## src/design/lhi_defines.svh

```systemverilog
// constants of the lcd host port: bit positions, reset values, counts
// assumes inclusion by bare name from every design file that needs them
`ifndef LHI_DEFINES_SVH
`define LHI_DEFINES_SVH

// width of the host data bus
`define LHI_BUS_W 8
// status byte: busy on bit 7, all other bits zero
`define LHI_STATUS_BUSY_BIT 7
`define LHI_STATUS_REST 7'h00
// bit counter value on the eighth serial clock edge
`define LHI_SER_LAST_BIT 3'h7
`define LHI_SER_CNT_RST 3'h0
`define LHI_SER_SHIFT_RST 8'h00
// reset values of output registers
`define LHI_DOUT_RST 8'h00
`define LHI_HOLDER_RST 8'h00
`define LHI_OE_N_RST 8'hff
// entries of the write buffer
`define LHI_BUF_DEPTH 2
// number of pin bits passing the synchroniser
`define LHI_PIN_W 15

`endif

```

## src/design/lhi_pkg.sv

```systemverilog
// types shared by the lcd host port modules
// assumes nothing beyond a SystemVerilog compiler
package lhi_pkg;

    // one byte handed to internal processing, tagged data or command
    typedef struct packed {
        logic isData;
        logic [7:0] data;
    } lhi_word_t;

    // parallel access sequencer
    typedef enum logic [1:0] {
        LHI_IDLE,
        LHI_READ,
        LHI_WRITE
    } lhi_acc_t;

endpackage

```

## src/design/lhi_word_if.sv

```systemverilog
// valid/ready carrier for tagged bytes between the host port modules
// assumes both ends run on the same clock
`timescale 1ns/100ps
interface lhi_word_if;
    logic valid;
    logic ready;
    lhi_pkg::lhi_word_t word;

    modport src (output valid, output word, input ready);
    modport snk (input valid, input word, output ready);
endinterface

```

## src/design/lhi_word_buf.sv

```systemverilog
// small fifo of tagged bytes with valid/ready on both sides
// assumes one clock and a synchronous active-high reset
`timescale 1ns/100ps
`include "lhi_defines.svh"
module lhi_word_buf #(
    parameter int DEPTH = `LHI_BUF_DEPTH
) (
    // clock and reset
    input wire logic clock,
    input wire logic rst,
    // filling and draining sides
    lhi_word_if.snk fill,
    lhi_word_if.src drain
);
    localparam int AW = (DEPTH > 1) ? $clog2(DEPTH) : 1;

    lhi_pkg::lhi_word_t mem_r [DEPTH];
    lhi_pkg::lhi_word_t mem_nxt [DEPTH];
    logic [AW-1:0] wrPtr_r, wrPtr_nxt, rdPtr_r, rdPtr_nxt;
    logic [AW:0] count_r, count_nxt;
    logic push, pop;

    // room for one more word whenever fewer than DEPTH are held
    assign fill.ready = (int'(count_r) < DEPTH);
    assign drain.valid = (count_r != '0);
    assign drain.word = mem_r[rdPtr_r];
    assign push = fill.valid && fill.ready;
    assign pop = drain.valid && drain.ready;

    function automatic logic [AW-1:0] ptrInc(input logic [AW-1:0] p);
        ptrInc = (int'(p) == DEPTH - 1) ? '0 : p + 1'b1;
    endfunction

    always_comb begin
        mem_nxt = mem_r;
        wrPtr_nxt = wrPtr_r;
        rdPtr_nxt = rdPtr_r;
        count_nxt = count_r;
        if (push) begin
            mem_nxt[wrPtr_r] = fill.word;
            wrPtr_nxt = ptrInc(wrPtr_r);
        end
        if (pop) begin
            rdPtr_nxt = ptrInc(rdPtr_r);
        end
        if (push && !pop) begin
            count_nxt = count_r + 1'b1;
        end else if (pop && !push) begin
            count_nxt = count_r - 1'b1;
        end
    end

    always_ff @(posedge clock) begin
        if (rst) begin
            wrPtr_r <= '0;
            rdPtr_r <= '0;
            count_r <= '0;
        end else begin
            wrPtr_r <= wrPtr_nxt;
            rdPtr_r <= rdPtr_nxt;
            count_r <= count_nxt;
        end
        mem_r <= mem_nxt;
    end
endmodule

```

## src/design/lhi_serial_rx.sv

```systemverilog
// serial byte receiver: shift register and bit counter, msb first
// assumes serial clock edges and data already synchronised to clock
`timescale 1ns/100ps
`include "lhi_defines.svh"
module lhi_serial_rx (
    // clock and reset
    input wire logic clock,
    input wire logic rst,
    // synchronised serial inputs
    input wire logic enable,
    input wire logic sclRise,
    input wire logic sdi,
    input wire logic dcSel,
    // assembled bytes; no stall is possible on a write-only link
    lhi_word_if.src out
);
    logic [7:0] shift_r, shift_nxt;
    logic [2:0] bitCnt_r, bitCnt_nxt;
    logic valid_r, valid_nxt;
    lhi_pkg::lhi_word_t word_r, word_nxt;

    assign out.valid = valid_r;
    assign out.word = word_r;

    always_comb begin
        shift_nxt = shift_r;
        bitCnt_nxt = bitCnt_r;
        valid_nxt = 1'b0;
        word_nxt = word_r;
        if (!enable) begin
            shift_nxt = `LHI_SER_SHIFT_RST;
            bitCnt_nxt = `LHI_SER_CNT_RST;
        end else if (sclRise) begin
            shift_nxt = {shift_r[6:0], sdi}; // see
            bitCnt_nxt = bitCnt_r + 1'b1;
            if (bitCnt_r == `LHI_SER_LAST_BIT) begin
                valid_nxt = 1'b1;
                word_nxt.data = {shift_r[6:0], sdi};
                word_nxt.isData = dcSel; // see
            end
        end
    end

    always_ff @(posedge clock) begin
        if (rst) begin
            shift_r <= `LHI_SER_SHIFT_RST;
            bitCnt_r <= `LHI_SER_CNT_RST;
            valid_r <= 1'b0;
            word_r <= '0;
        end else begin
            shift_r <= shift_nxt;
            bitCnt_r <= bitCnt_nxt;
            valid_r <= valid_nxt;
            word_r <= word_nxt;
        end
    end
endmodule

```

## src/design/lhi_host_port.sv

```systemverilog
// host port of a dot-matrix lcd driver: parallel 68/80 bus or serial input
// assumes all pins are asynchronous to clock; internal side runs on clock
//
// Function
// interface select high picks the 8-bit parallel bus, low picks serial input
// serial mode: bit 7 is data, bit 6 is clock, bits 5..0 stay undriven
// bus style high means enable plus read/write; low means low-active strobes
// select and direction decode into data read/write, status read, command write
// serial receiver is an eight-bit shift register with a three-bit counter
// serial bits sampled on rising serial clock, most significant bit first
// eighth rising serial clock hands the assembled byte onward
// serial byte is display data when select high, command when low
// data/command select is sampled on every eighth rising serial clock
// deselect clears shift register and bit counter, dropping partial bytes
// serial mode offers no read path at all
// accesses count only with active-low select low and active-high select high
// deselected: data lines undriven, select and strobes ignored
// status read returns busy on bit 7; while busy only status reads act; the serial receiver still takes bytes while busy
// display read returns the bus holder, then refills it; first read is dummy
// writes captured at the strobe's end; read data driven only during read
//
// The implementer's own choices: the address map and the plain strobed port.
`timescale 1ns/100ps
`include "lhi_defines.svh"
module lhi_host_port (
    // clock and reset
    input wire logic clock,
    input wire logic rst,
    // mode straps
    input wire logic parallelSelect,
    input wire logic busStyleSelect,
    // chip selects and access control pins
    input wire logic chipSelectActiveLowN,
    input wire logic chipSelectActiveHigh,
    input wire logic dataCommandSelect,
    input wire logic readStrobe,
    input wire logic writeStrobe,
    // two-way data bus, enable low while driving
    input wire logic [`LHI_BUS_W-1:0] dataIn,
    output logic [`LHI_BUS_W-1:0] dataOut,
    output logic [`LHI_BUS_W-1:0] dataOeN,
    // bytes to internal processing
    output logic wordValid,
    input wire logic wordReady,
    output logic wordIsData,
    output logic [7:0] wordData,
    // internal state and display memory read side
    input wire logic busyIn,
    output logic ramReadReq,
    input wire logic [7:0] ramReadData
);
    // two-stage synchroniser for every pin input
    logic [`LHI_PIN_W-1:0] pinRaw, syncA_r, syncA_nxt, syncB_r, syncB_nxt;
    logic sclPrev_r, sclPrev_nxt;

    // synchronised pin levels
    logic parSel, busStyle, csN, cs, dcSel, rdPin, wrPin;
    logic [7:0] dIn;
    logic selected, parMode, serMode, sclRise;
    logic readAct, writeAct;
    logic busyFlag;

    // parallel access state
    lhi_pkg::lhi_acc_t acc_r, acc_nxt;
    logic [7:0] dout_r, dout_nxt;
    logic [7:0] oeN_r, oeN_nxt;
    logic [7:0] holder_r, holder_nxt;
    logic readIsData_r, readIsData_nxt;
    logic fetchReq_r, fetchReq_nxt;
    logic fetchDue_r, fetchDue_nxt;
    lhi_pkg::lhi_word_t wrWord_r, wrWord_nxt;
    logic wrRefused_r, wrRefused_nxt;
    logic parPush;

    // carriers between receiver, mux and buffer
    lhi_word_if serIf ();
    lhi_word_if bufIn ();
    lhi_word_if bufOut ();

    // returns {read, write} for the strobe pins in the chosen bus style
    function automatic logic [1:0] strobeDecode(input logic style68, input logic rd,
                                                input logic wr);
        if (style68) begin
            strobeDecode = {rd && wr, rd && !wr};
        end else begin
            strobeDecode = {!rd, !wr};
        end
    endfunction

    assign pinRaw = {parallelSelect, busStyleSelect, chipSelectActiveLowN,
                     chipSelectActiveHigh, dataCommandSelect, readStrobe,
                     writeStrobe, dataIn};

    always_comb begin
        syncA_nxt = pinRaw;
        syncB_nxt = syncA_r;
        sclPrev_nxt = syncB_r[6];
    end

    always_ff @(posedge clock) begin
        if (rst) begin
            syncA_r <= '0;
            syncB_r <= '0;
            sclPrev_r <= 1'b0;
        end else begin
            syncA_r <= syncA_nxt;
            syncB_r <= syncB_nxt;
            sclPrev_r <= sclPrev_nxt;
        end
    end

    assign parSel = syncB_r[14];
    assign busStyle = syncB_r[13];
    assign csN = syncB_r[12];
    assign cs = syncB_r[11];
    assign dcSel = syncB_r[10];
    assign rdPin = syncB_r[9];
    assign wrPin = syncB_r[8];
    assign dIn = syncB_r[7:0];

    assign selected = !csN && cs;
    assign parMode = parSel;
    assign serMode = !parSel;
    assign sclRise = syncB_r[6] && !sclPrev_r; // see
    assign {readAct, writeAct} = strobeDecode(busStyle, rdPin, wrPin);

    // a full buffer shows as busy so a parallel host holds off instead of losing bytes
    assign busyFlag = busyIn || !bufIn.ready;

    // parallel access sequencer
    always_comb begin
        acc_nxt = acc_r;
        dout_nxt = dout_r;
        oeN_nxt = `LHI_OE_N_RST;
        holder_nxt = holder_r;
        readIsData_nxt = readIsData_r;
        fetchReq_nxt = 1'b0;
        fetchDue_nxt = fetchReq_r;
        wrWord_nxt = wrWord_r;
        wrRefused_nxt = wrRefused_r;
        parPush = 1'b0;
        if (fetchDue_r) begin
            holder_nxt = ramReadData;
        end
        case (acc_r)
            lhi_pkg::LHI_IDLE: begin
                // serial mode or deselect: no bus drive, strobes ignored
                if (selected && parMode && readAct) begin // see
                    readIsData_nxt = dcSel;
                    if (dcSel && busyFlag) begin
                        acc_nxt = lhi_pkg::LHI_READ;
                        readIsData_nxt = 1'b0;
                        dout_nxt = {busyFlag, `LHI_STATUS_REST};
                    end else if (dcSel) begin
                        acc_nxt = lhi_pkg::LHI_READ;
                        dout_nxt = holder_r;
                        oeN_nxt = 8'h00;
                    end else begin
                        acc_nxt = lhi_pkg::LHI_READ;
                        dout_nxt = {busyFlag, `LHI_STATUS_REST};
                        oeN_nxt = 8'h00;
                    end
                    if (dcSel && busyFlag) begin
                        oeN_nxt = `LHI_OE_N_RST;
                    end
                end else if (selected && parMode && writeAct) begin
                    acc_nxt = lhi_pkg::LHI_WRITE;
                    wrWord_nxt.isData = dcSel;
                    wrWord_nxt.data = dIn;
                    wrRefused_nxt = busyFlag;
                end
            end
            lhi_pkg::LHI_READ: begin
                if (!selected || !parMode) begin
                    acc_nxt = lhi_pkg::LHI_IDLE;
                end else if (!readAct) begin
                    acc_nxt = lhi_pkg::LHI_IDLE;
                    fetchReq_nxt = readIsData_r;
                end else begin
                    oeN_nxt = oeN_r;
                    if (!readIsData_r) begin
                        dout_nxt = {busyFlag, `LHI_STATUS_REST};
                    end
                end
            end
            lhi_pkg::LHI_WRITE: begin
                if (!selected || !parMode) begin
                    acc_nxt = lhi_pkg::LHI_IDLE;
                end else if (!writeAct) begin
                    acc_nxt = lhi_pkg::LHI_IDLE;
                    parPush = !wrRefused_r;
                end else begin
                    wrWord_nxt.isData = dcSel; // see
                    wrWord_nxt.data = dIn;
                end
            end
            default: begin
                acc_nxt = lhi_pkg::LHI_IDLE;
            end
        endcase
    end

    always_ff @(posedge clock) begin
        if (rst) begin
            acc_r <= lhi_pkg::LHI_IDLE;
            dout_r <= `LHI_DOUT_RST;
            oeN_r <= `LHI_OE_N_RST;
            holder_r <= `LHI_HOLDER_RST;
            readIsData_r <= 1'b0;
            fetchReq_r <= 1'b0;
            fetchDue_r <= 1'b0;
            wrWord_r <= '0;
            wrRefused_r <= 1'b0;
        end else begin
            acc_r <= acc_nxt;
            dout_r <= dout_nxt;
            oeN_r <= oeN_nxt;
            holder_r <= holder_nxt;
            readIsData_r <= readIsData_nxt;
            fetchReq_r <= fetchReq_nxt;
            fetchDue_r <= fetchDue_nxt;
            wrWord_r <= wrWord_nxt;
            wrRefused_r <= wrRefused_nxt;
        end
    end

    assign dataOut = dout_r;
    assign dataOeN = oeN_r; // see
    assign ramReadReq = fetchReq_r;

    lhi_serial_rx u_serial (
        .clock(clock),
        .rst(rst),
        .enable(selected && serMode), // see
        .sclRise(sclRise),
        .sdi(syncB_r[7]),
        .dcSel(dcSel),
        .out(serIf)
    );

    // only one source is live at a time, chosen by the interface strap
    assign bufIn.valid = parMode ? parPush : serIf.valid;
    assign bufIn.word = parMode ? wrWord_r : serIf.word;
    assign serIf.ready = bufIn.ready;

    lhi_word_buf #(
        .DEPTH(`LHI_BUF_DEPTH)
    ) u_buf (
        .clock(clock),
        .rst(rst),
        .fill(bufIn),
        .drain(bufOut)
    );

    assign wordValid = bufOut.valid;
    assign wordIsData = bufOut.word.isData;
    assign wordData = bufOut.word.data;
    assign bufOut.ready = wordReady;
endmodule

```

## config.mk

```make
export PLATFORM = sky130hd
export DESIGN_NAME = lhi_host_port
export DESIGN_NICKNAME = d
export VERILOG_FILES = /design/src/design/lhi_pkg.sv /design/src/design/lhi_word_if.sv /design/src/design/lhi_word_buf.sv /design/src/design/lhi_serial_rx.sv /design/src/design/lhi_host_port.sv
export VERILOG_INCLUDE_DIRS = /design/src /design/src/design
export SDC_FILE = /design/constraint.sdc
export NUM_CORES = 1
export LEC_CHECK = 0
export BUFFER_PORTS_ARGS = -buffer_cell sky130_fd_sc_hd__buf_2
export CORE_MARGIN = 2
export CORE_UTILIZATION = 45
export DETAILED_ROUTE_END_ITERATION = 10
export GPL_TIMING_DRIVEN = 0
export PLACE_DENSITY_LB_ADDON = 0.1
export RECOVER_POWER = 50
export SLEW_MARGIN = 5
export SYNTH_ARGS = -nofsm -noshare
export SYNTH_HDL_FRONTEND = slang
export SYNTH_SLANG_ARGS = --single-unit
export TNS_END_PERCENT = 50
```

## constraint.sdc

```tcl
create_clock -name clock -period 6.8 [get_ports clock]
set_clock_uncertainty 0.15 [all_clocks]
set_input_delay 0.34 -clock clock [delete_from_list [all_inputs] [get_ports clock]]
set_output_delay 0.34 -clock clock [all_outputs]
set_load 0.03 [all_outputs]
```

* Word level (Yosys, flattened, before mapping)
Cells that the tools add are included.
** Storage, ports and cells
- Register bits after elaboration :: 112
- Memory bits (writable) :: 0
- Output and inout bits :: 27
- Bits in read-only memories :: 0
- Word-level logic and storage cells :: 136
- Input port bits :: 27
- Memories kept :: 0
- Bits in latches :: 0
** Operators by class
- $mul :: 0
- Equal/unequal tests :: 14
- Multiplexer cells :: 42
- $lt $le $gt $ge :: 4
- Div/mod/pow operators :: 0
- Bitwise logic cells :: 6
- Reduce and logical (&&, ||, !) cells :: 40
- Shifts and indexed selects :: 0
- Add/subtract/negate cells :: 5
** Operators with widths (number)
- 9-bit 2-to-1 mux :: 9
- 8-bit 2-to-1 mux :: 10
- 8-bit one-hot mux with 2 select lines :: 2
- 18-bit bitwise mux :: 1
- 2-bit 2-to-1 mux :: 9
- 9-bit one-hot mux with 2 select lines :: 1
- 2-bit != test, second input constant :: 8
- 1-bit logical AND :: 14
- 1-bit logical NOT :: 10
- 5-bit AND reduction :: 2
- 9-bit demux with 1-bit select :: 1
- 3-bit != test, second input constant :: 3
- 3-bit AND reduction :: 3
- 1-bit 2-to-1 mux :: 8
- 2-bit nonzero test :: 4
- 2-bit one-hot mux with 3 select lines :: 1
- 2-bit greater-or-equal comparator, second input constant :: 2
- 1-bit inverter :: 4
- 1-bit inverter with 2-bit output :: 2
- 4-bit OR reduction :: 1
- 3-bit by 1-bit adder with 3-bit output, second input constant :: 1
- 3-bit equality test, second input constant :: 1
- 3-bit OR reduction :: 1
- 1-bit adder, second input constant :: 2
- 10 further kinds :: 11

* Longest topological paths before layout
Gate-level depths: netlist of the first run.
- Depth in word-level cells :: 12
- Mapped depth :: 9

* By module
From an unflattened synthesis of the first run, not the netlist that was laid out.
** Second synthesis, totals
- Cells, all modules :: 328
- Area, all modules :: 3892.5 um^2
** By module, submodules not included
- lhi_host_port :: instances 1, area each 2217.1 um^2, cells each 201
- lhi_serial_rx :: instances 1, area each 839.6 um^2, cells each 78
- lhi_word_buf :: instances 1, area each 835.8 um^2, cells each 49

* Worst setup path after synthesis of the first run
Ideal clock, no wire load.
- Path kind :: register to register
- Start :: register syncB_r[14]
- End :: register u_buf.mem_r[0] (netlist bit), enable pin
- Setup slack :: 4.611 ns
- Period minus slack after synthesis :: 2.189 ns
- Path buffers :: 0
- Stages on the path, launching flop included :: 5
- Arrival time :: 1.650 ns
- Cells stage by stage :: dfxtp_1 -> and3b_1 -> nand3_1 -> o21ba_2 -> nor3b_1
** On the way
- Longest elaborated chain between the ends :: 6
** Ends and longest elaborated chain
- from (decl) :: line lhi_host_port.sv:53 : logic [`LHI_PIN_W-1:0] pinRaw, syncA_r, syncA_nxt, syncB_r, syncB_nxt;
- from (signal assigned) :: line lhi_host_port.sv:107 : syncB_r <= syncB_nxt;
- 1-bit logical NOT :: line lhi_host_port.sv:187 : if (!selected || !parMode) begin
- 1-bit logical OR :: line lhi_host_port.sv:187
- 1-bit 2-to-1 mux :: line lhi_host_port.sv:187
- 1-bit 2-to-1 mux :: line lhi_host_port.sv:145 : case (acc_r)
- 1-bit 2-to-1 mux * :: line lhi_host_port.sv:242 : assign bufIn.valid = parMode ? parPush : serIf.valid;
- 1-bit logical AND * :: line lhi_word_buf.sv:27 : assign push = fill.valid && fill.ready;
- to (signal assigned) :: line lhi_word_buf.sv:63 : mem_r <= mem_nxt;
- to (decl) :: line lhi_word_buf.sv:17 : lhi_pkg::lhi_word_t mem_r [DEPTH];
Every way passes the cells marked *; elsewhere a longest branch is shown, timed or not.
A chain may end at the register's enable or synchronous reset.

* Worst setup path after layout of the first run
- Start :: register syncB_r[14]
- End :: register u_buf.count_r[1]
** On the way
- Longest elaborated chain between the ends :: 9
- Elaborated cells on any way between the ends :: 11
- Classes of those cells :: 4 x mux; 7 x reduce/logical
** Ends and longest elaborated chain
- 1-bit logical NOT :: line lhi_host_port.sv:187
- 1-bit logical OR :: line lhi_host_port.sv:187
- 1-bit 2-to-1 mux :: line lhi_host_port.sv:187
- 1-bit 2-to-1 mux :: line lhi_host_port.sv:145
- 1-bit 2-to-1 mux * :: line lhi_host_port.sv:242
- 1-bit logical AND * :: line lhi_word_buf.sv:27
- via u_buf.push :: line lhi_word_buf.sv:21 : logic push, pop;
- 1-bit logical NOT :: line lhi_word_buf.sv:48 : end else if (pop && !push) begin
- 1-bit logical AND :: line lhi_word_buf.sv:48
- 2-bit nonzero test (no line)
- to (signal assigned) :: line lhi_word_buf.sv:61 : count_r <= count_nxt;
- to (decl) :: line lhi_word_buf.sv:20 : logic [AW:0] count_r, count_nxt;
Mark *: on every way through the listed nets, which the timed path passes. The rest lies on a longest branch.

==> summary.txt, run 1 <==
Detailed routing
  – Vias per cell: 4.74
  – Total number of vias: 2418
  – Initial DRC count: 100
  – Antenna Nets Post-Route: 0
  – WL per Instance: 12.9 um
  – DR pass1 iterations: 4
  – Drc violations: 0
  – Post-Route WL: 6580 um

Timing
  – Fin crit period: 2550 ps
  – Max Fclk: 0.392 GHz
  – Setup Viol. Count Final: 0
  – Fin. Hold Viols: 0
  – Crit share post-route: 37.5%
  – Unrepaired setup endpoints after global routing: no
  – Min setup slack post-route: 4250 ps
  – Max-slew headroom: 51.4%
  – Hold Slack: 23.4 ps
  – Setup TNS: 0 ps
  – Pins Over Slew Limit: 0
  – Worst-Margin Slew: 725 ps

Finish
  – Area Overhead vs Synth: 15.3%
  – NumNets Final: 430
  – Fraction of layout cells with a size suffix above 1: 21.5%
  – Filler Cell Count: 734
  – Diode count: 0
  – Non-filler cells, final: 510
  – Finished Cell Area: 0.00441 mm2
  – Post-layout util: 53.7%
  – FF/Latch Area: 0.00228 mm2
  – Area of the multi-input gates: 0.00140 mm2

Setup path
  – Crit path DAT: 2700 ps
  – Class of the most critical setup path: reg2reg
  – Worst path top cell family by delay: simple AND/OR/NAND/NOR gates
  – Req. time, crit path: 6950 ps
  – Crit-path max FO: 10
  – CP Capture Type: flop
  – WP buf/inv: 1
  – Max stage delay on crit path: 520 ps
  – Slowest library cell on the worst path: clkbuf_1
  – Cell Chain, Critical Path: clkbuf_1, nor2b_1, o21ba_2, nor2_1, ha_1, or3_1, a21oi_1
  – CP startpoint kind: flop

Pwr
  – Leakage: 1.79 nW
  – Max VDD drop: 0.131 mV
  – Total Power: 1.07 mW
  – PwrDens: 243 mW/mm2

Synthesis
  – Synth Cell Area: 0.00382 mm2
  – Avg Cell Area, Syn: 11.3 um2
  – Cells after synthesis: 337
  – Sequential cell area fraction in the yosys report: 59.7%
  – Post-synth EDFFs: 18
  – YS warnings: 0
  – Ys async rst share: 0%
  – Yosys top cell area share: 45.5%
  – Netlist cell types: 37
  – Largest area contributor in the netlist: dfxtp_1
  – FF+latch count, synth: 105
  – Most used DFF post-synth: dfxtp_1
  – Top cells by area, synth: dfxtp_1 (46%), edfxtp_1 (14%), mux2i_1 (7.3%)
  – Syn Nets: 367

GRT
  – Total gr overflow: 0
  – Met3 Use GR: 5.25%
  – Gr usage total: 15.4%
  – Met2 usage: 22.9%
  – M1 GR Usage: 20.7%
  – Initial antenna violation count: 0
  – GRT busiest layer: met2
  – First-pass GRT wire length: 10600 um
  – Largest net degree at the start of global routing: 18
  – Vias in the first global route: 2201

Floorplanning
  – Starting Density: 46.6%
  – Die W: 96.2 um
  – IO Count: 54
  – Core Footprint: 0.00822 mm2
  – Die H: 96.2 um
  – Area of the die: 0.00925 mm2
  – Row count: 33

Clock network
  – Setup Buffers After CTS: 0
  – # resized after CTS: 0
  – Max clock buf depth: 2
  – CTS buffer count: 9
  – Clk root buf: clkbuf_8
  – # clock sinks: 105
  – CTS tree: done
  – CTS H-tree depth: 3
  – Clock-pin slew on the worst setup and hold paths: 90 ps
  – Clock Latency Late Sink: 370 ps
  – Hold Buf Count CTS: 0

Place
  – Routability congestion estimate: 0.750
  – # port buffers: 52
  – Placed cell count: 494
  – Cell Area, Placed: 0.00422 mm2
  – Dpl ws: 4170 ps
  – HPWL Detailed: 4530 um

Flow run
  – Max Cap Violations: 0

Min path
  – Hold Crit Class: in2reg

Run status
  – Outcome: complete, no violations
## logic make-up after synthesis
logic type / share of synthesized area (%)
flops: 59.7
mux: 12.6
compound gates: 5.40
buf+inv: 3.60
fa+ha+maj: 0.981
simple gates: 16.8
xor+xnor: 0.916
## report_power, final
part	internal [mW]	total, mW	leakage (nW)	switching [mW]
Combinational	0.0145	0.0320	0.810	0.0175
Clock	0.193	0.396	0.102	0.203
Sequential	0.638	0.642	0.874	0.00420
## state kept, by name, indices dropped and copies added (netlist names), 2 cells and up
signal and count:
syncB_r 15, holder_r 8, u_serial.bitCnt_r 3, wrWord_r 9, u_buf.mem_r 18, syncA_r 15
acc_r 2, u_serial.shift_r 7, u_buf.count_r 2, u_serial.out.word 9, dataOut 8
## layout by cell type, fill, tap and decap left out, drive strengths merged, types with 2 or more instances in the layout
cell | synthesis | final
nor2b | 36 | 36
a22o | 7 | 7
o211ai | 2 | 2
nand2 | 25 | 25
nand2b | 4 | 4
mux2 | 18 | 18
buf | 17 | 58
a211oi | 4 | 4
dfxtp | 87 | 87
ha | 3 | 3
clkbuf | 9 | 32
and3b | 2 | 2
nor4b | 2 | 2
xor2 | 3 | 3
nand3 | 3 | 3
edfxtp | 18 | 18
nor2 | 41 | 41
nor4 | 2 | 2
nor3b | 2 | 2
a21oi | 10 | 10
or2 | 3 | 3
clkinv | 0 | 2
mux2i | 28 | 28
## final timing paths
kind / from / end / slack (ps) / cells past startpoint
worst min register to register: syncA_r[9] / syncB_r[9] / 290 / 1
worst max-delay path: syncB_r[14] / u_buf.count_r[1] / 4250 / 7
worst max register to register: syncB_r[14] / u_buf.count_r[1] / 4250 / 7
worst min-delay path: dataIn[7] / syncA_r[7] / 20 / 2
## Yosys cell counts (3+ instances only)
library cell,count
dfxtp_1,87
buf_4,8
nand3_1,3
nand2b_1,4
ha_1,3
nor2_1,41
a22o_1,7
clkbuf_1,9
a21oi_1,10
nor2b_1,36
buf_2,5
buf_1,4
xor2_1,3
edfxtp_1,18
mux2_2,18
a211oi_1,3
nand2_1,25
mux2i_1,28
## per-layer routing
metal | vias up | part of all wire (%)
li1 | 1252 | -
met1 | 1102 | 49
met2 | 54 | 45
met3 | 10 | 5.2
met4 | 0 | 1.4
met5 | - | 0
## cell type report
cell class                      instances  share of cell area (%)
Sequential cell                       105                    51.8
Buffer                                 26                    3.01
Clock buffer                           12                    3.55
Multi-Input combinational cell        205                    31.8
Inverter                                1                  0.0851
Clock inverter                          4                    1.16
Tap cell                              105                    2.98
Timing Repair Buffer                   52                    5.62
## worst register-to-register path: stages, from the launching register on
cell,delay (ps)
dfxtp_1,430
clkbuf_1,520
nor2b_1,190
o21ba_2,320
nor2_1,50
ha_1,310
or3_1,380
a21oi_1,140
No activity file was read; power rests on OpenSTA's default activity.
==> inputs of run 2 (changes only) <==
- ABC_AREA: default -> 1
- clock period: 6.8 -> 2.67 ns (I/O delays scaled with it)
==> summary.txt, run 2 <==
Setup path
  – CP startpoint kind: flop
  – Worst reg2reg path endpoint: u_buf.mem_r[11]
  – CP Capture Type: flop
  – R2R cell count: 7
  – R2R setup slack: 590 ps
  – CP dominant cell by count: nand2_1
  – Max stage delay on crit path: 600 ps
  – Class of the most critical setup path: reg2reg
  – Cell Chain, Critical Path: inv_1, nand3_4, clkinv_2, nand3_1, nand2_1, nand2_1, nor2_1
  – Slowest library cell on the worst path: nor2_1
  – Crit path DAT: 1920 ps
  – Crit-path max FO: 9
  – Reg-to-Reg Start: syncB_r[12]
  – Req. time, crit path: 2510 ps

Finish
  – Commonest non-fill, non-tap cell in the layout: nand2_1
  – Fraction of layout cells with a size suffix above 1: 13.6%
  – Finished Cell Area: 0.00478 mm2
  – Diode count: 0
  – Reg with most FFs: u_buf.mem_r
  – Most frequent cells in the layout: nand2_1 (106), dfxtp_1 (87), nor2_1 (81)
  – Area Overhead vs Synth: 19.9%
  – NumNets Final: 597
  – Max FFs per register: 18
  – Largest regs: u_buf.mem_r x18, syncA_r x15, syncB_r x15

Synthesis
  – Netlist cell types: 33
  – Xor/xnor cell area share of the yosys netlist: 0.439%
  – Syn Nets: 509
  – Yosys top cell area share: 43.7%
  – Largest family of logic cells by synthesized area: simple AND/OR/NAND/NOR gates
  – Post-Synth Simple-Gate Area: 23.6%
  – Most common cell in the synthesized netlist: nand2_1
  – Top cells by area, synth: dfxtp_1 (44%), edfxtp_1 (14%), nand2_1 (9.9%)
  – Mux contribution to synthesized area: 0%
  – Sequential cell area fraction in the yosys report: 57.2%
  – Synth Area in Adders: 0.941%
  – Most used DFF post-synth: dfxtp_1
  – Cells after synthesis: 479
  – Most instantiated cells after synthesis: nand2_1 (105), dfxtp_1 (87), nor2_1 (80)
  – Avg Cell Area, Syn: 8.33 um2
  – YS warnings: 0
  – Synth Cell Area: 0.00399 mm2
  – Ys async rst share: 0%
  – Largest area contributor in the netlist: dfxtp_1
  – FF+latch count, synth: 105
  – Complex-gate fraction of the synthesized area: 7.34%
  – Post-synth EDFFs: 18

GRT
  – GRT busiest layer: met2
  – Vias in the first global route: 2956
  – Total gr overflow: 0
  – First-pass GRT wire length: 13500 um
  – Largest net degree at the start of global routing: 17
  – M1 GR Usage: 21.3%
  – Gr usage total: 17.4%
  – Met3 Use GR: 3.36%
  – Met2 usage: 30.1%
  – Initial antenna violation count: 0

Detailed routing
  – Initial DRC count: 106
  – Post-Route WL: 7910 um
  – DR pass1 iterations: 4
  – Total number of vias: 3070
  – Antenna Nets Post-Route: 0
  – WL per Instance: 11.6 um
  – Drc violations: 0
  – Vias per cell: 4.51

Place
  – Dpl ws: 536 ps
  – # port buffers: 52
  – HPWL Detailed: 5440 um
  – Cell Area, Placed: 0.00439 mm2
  – Routability congestion estimate: 0.856

Clock network
  – Clock-pin slew on the worst setup and hold paths: 90 ps
  – Hold Buf Count CTS: 25
  – # clock sinks: 105
  – Setup Buffers After CTS: 0
  – CTS H-tree depth: 3
  – Max clock buf depth: 2
  – # resized after CTS: 0
  – Clock Latency Late Sink: 350 ps
  – CTS tree: done
  – Clk root buf: clkbuf_8
  – CTS buffer count: 9

Timing
  – Unrepaired setup endpoints after global routing: no
  – Min setup slack post-route: 589 ps
  – Fin. Hold Viols: 0
  – Fin crit period: 2080 ps
  – Pins Over Slew Limit: 0
  – Crit share post-route: 77.9%
  – Setup TNS: 0 ps
  – Worst-Margin Slew: 788 ps
  – Max Fclk: 0.481 GHz
  – Max-slew headroom: 47.3%
  – Setup Viol. Count Final: 0

Pwr
  – Leakage: 2.22 nW
  – Max VDD drop: 0.269 mV
  – PwrDens: 571 mW/mm2
  – Total Power: 2.73 mW

Min path
  – Hold Crit Start: busyIn
  – Hold Crit Class: in2reg
  – Hold Path End: wrRefused_r
  – Hold path depth: 5

Floorplanning
  – Core Footprint: 0.00868 mm2
  – Die W: 98.2 um
  – Starting Density: 46.0%
  – Row count: 34
  – Area of the die: 0.00964 mm2
  – Die H: 98.2 um
  – IO Count: 54

Flow run
  – Max Cap Violations: 0

Run status
  – Outcome: complete, no violations
-- run 2: worst max-delay path, delay by kind of cell, from the launching register on --
kind          cells  cell delay [ps]
simple gates      5             1030
flops             1              300
buf+inv           2              220
-- run 2: per-layer routing --
metal	part of all wire (%)	routed length, um
met5	0	0
met2	49	3880
met1	46	3640
met3	2.7	212
met4	2.2	173
-- run 2: worst max-delay path by stage --
stage	cells after the start	slack, ps	from	endpoint
global placement	7	570	syncB_r[12]	u_buf.mem_r[15]
CTS	7	530	syncB_r[12]	u_buf.mem_r[15]
global route	12	340	syncB_r[14]	u_buf.count_r[1]
floorplan	12	810	syncB_r[14]	u_buf.count_r[1]
finish	7	590	syncB_r[12]	u_buf.mem_r[11]
detailed placement	7	540	syncB_r[12]	u_buf.mem_r[15]
-- run 2: final cells by class --
class	count	area, um2
Buffer	22	135
Clock buffer	14	173
Clock inverter	2	12.5
Fill cell	839	3890
Inverter	74	279
Multi-Input combinational cell	278	1270
Sequential cell	105	2280
Tap cell	108	135
Timing Repair Buffer	77	492
-- run 2: kinds of logic after synthesis --
group,after synthesis
adders and majority gates,3
xor gates and xnor gates,2
AOI/OAI and AO/OA,53
and+or+nand+nor,220
buffers and inverters,96
DFF,105
-- run 2: power breakdown --
| part | switching [mW] | internal [mW] |
|---|---|---|
| combinational | 0.103 | 0.0713 |
| clock | 0.495 | 0.416 |
| sequential | 0.0132 | 1.63 |
-- run 2: stage by stage --
step	util, %	hold slack (ps)	cells
after detailed placement	50.5	189	639
after floorplan	-	90.5	479
final	55.1	29.4	680
after CTS	55.6	23.0	680
after global placement	50.5	184	639
after global routing	55.1	122	680
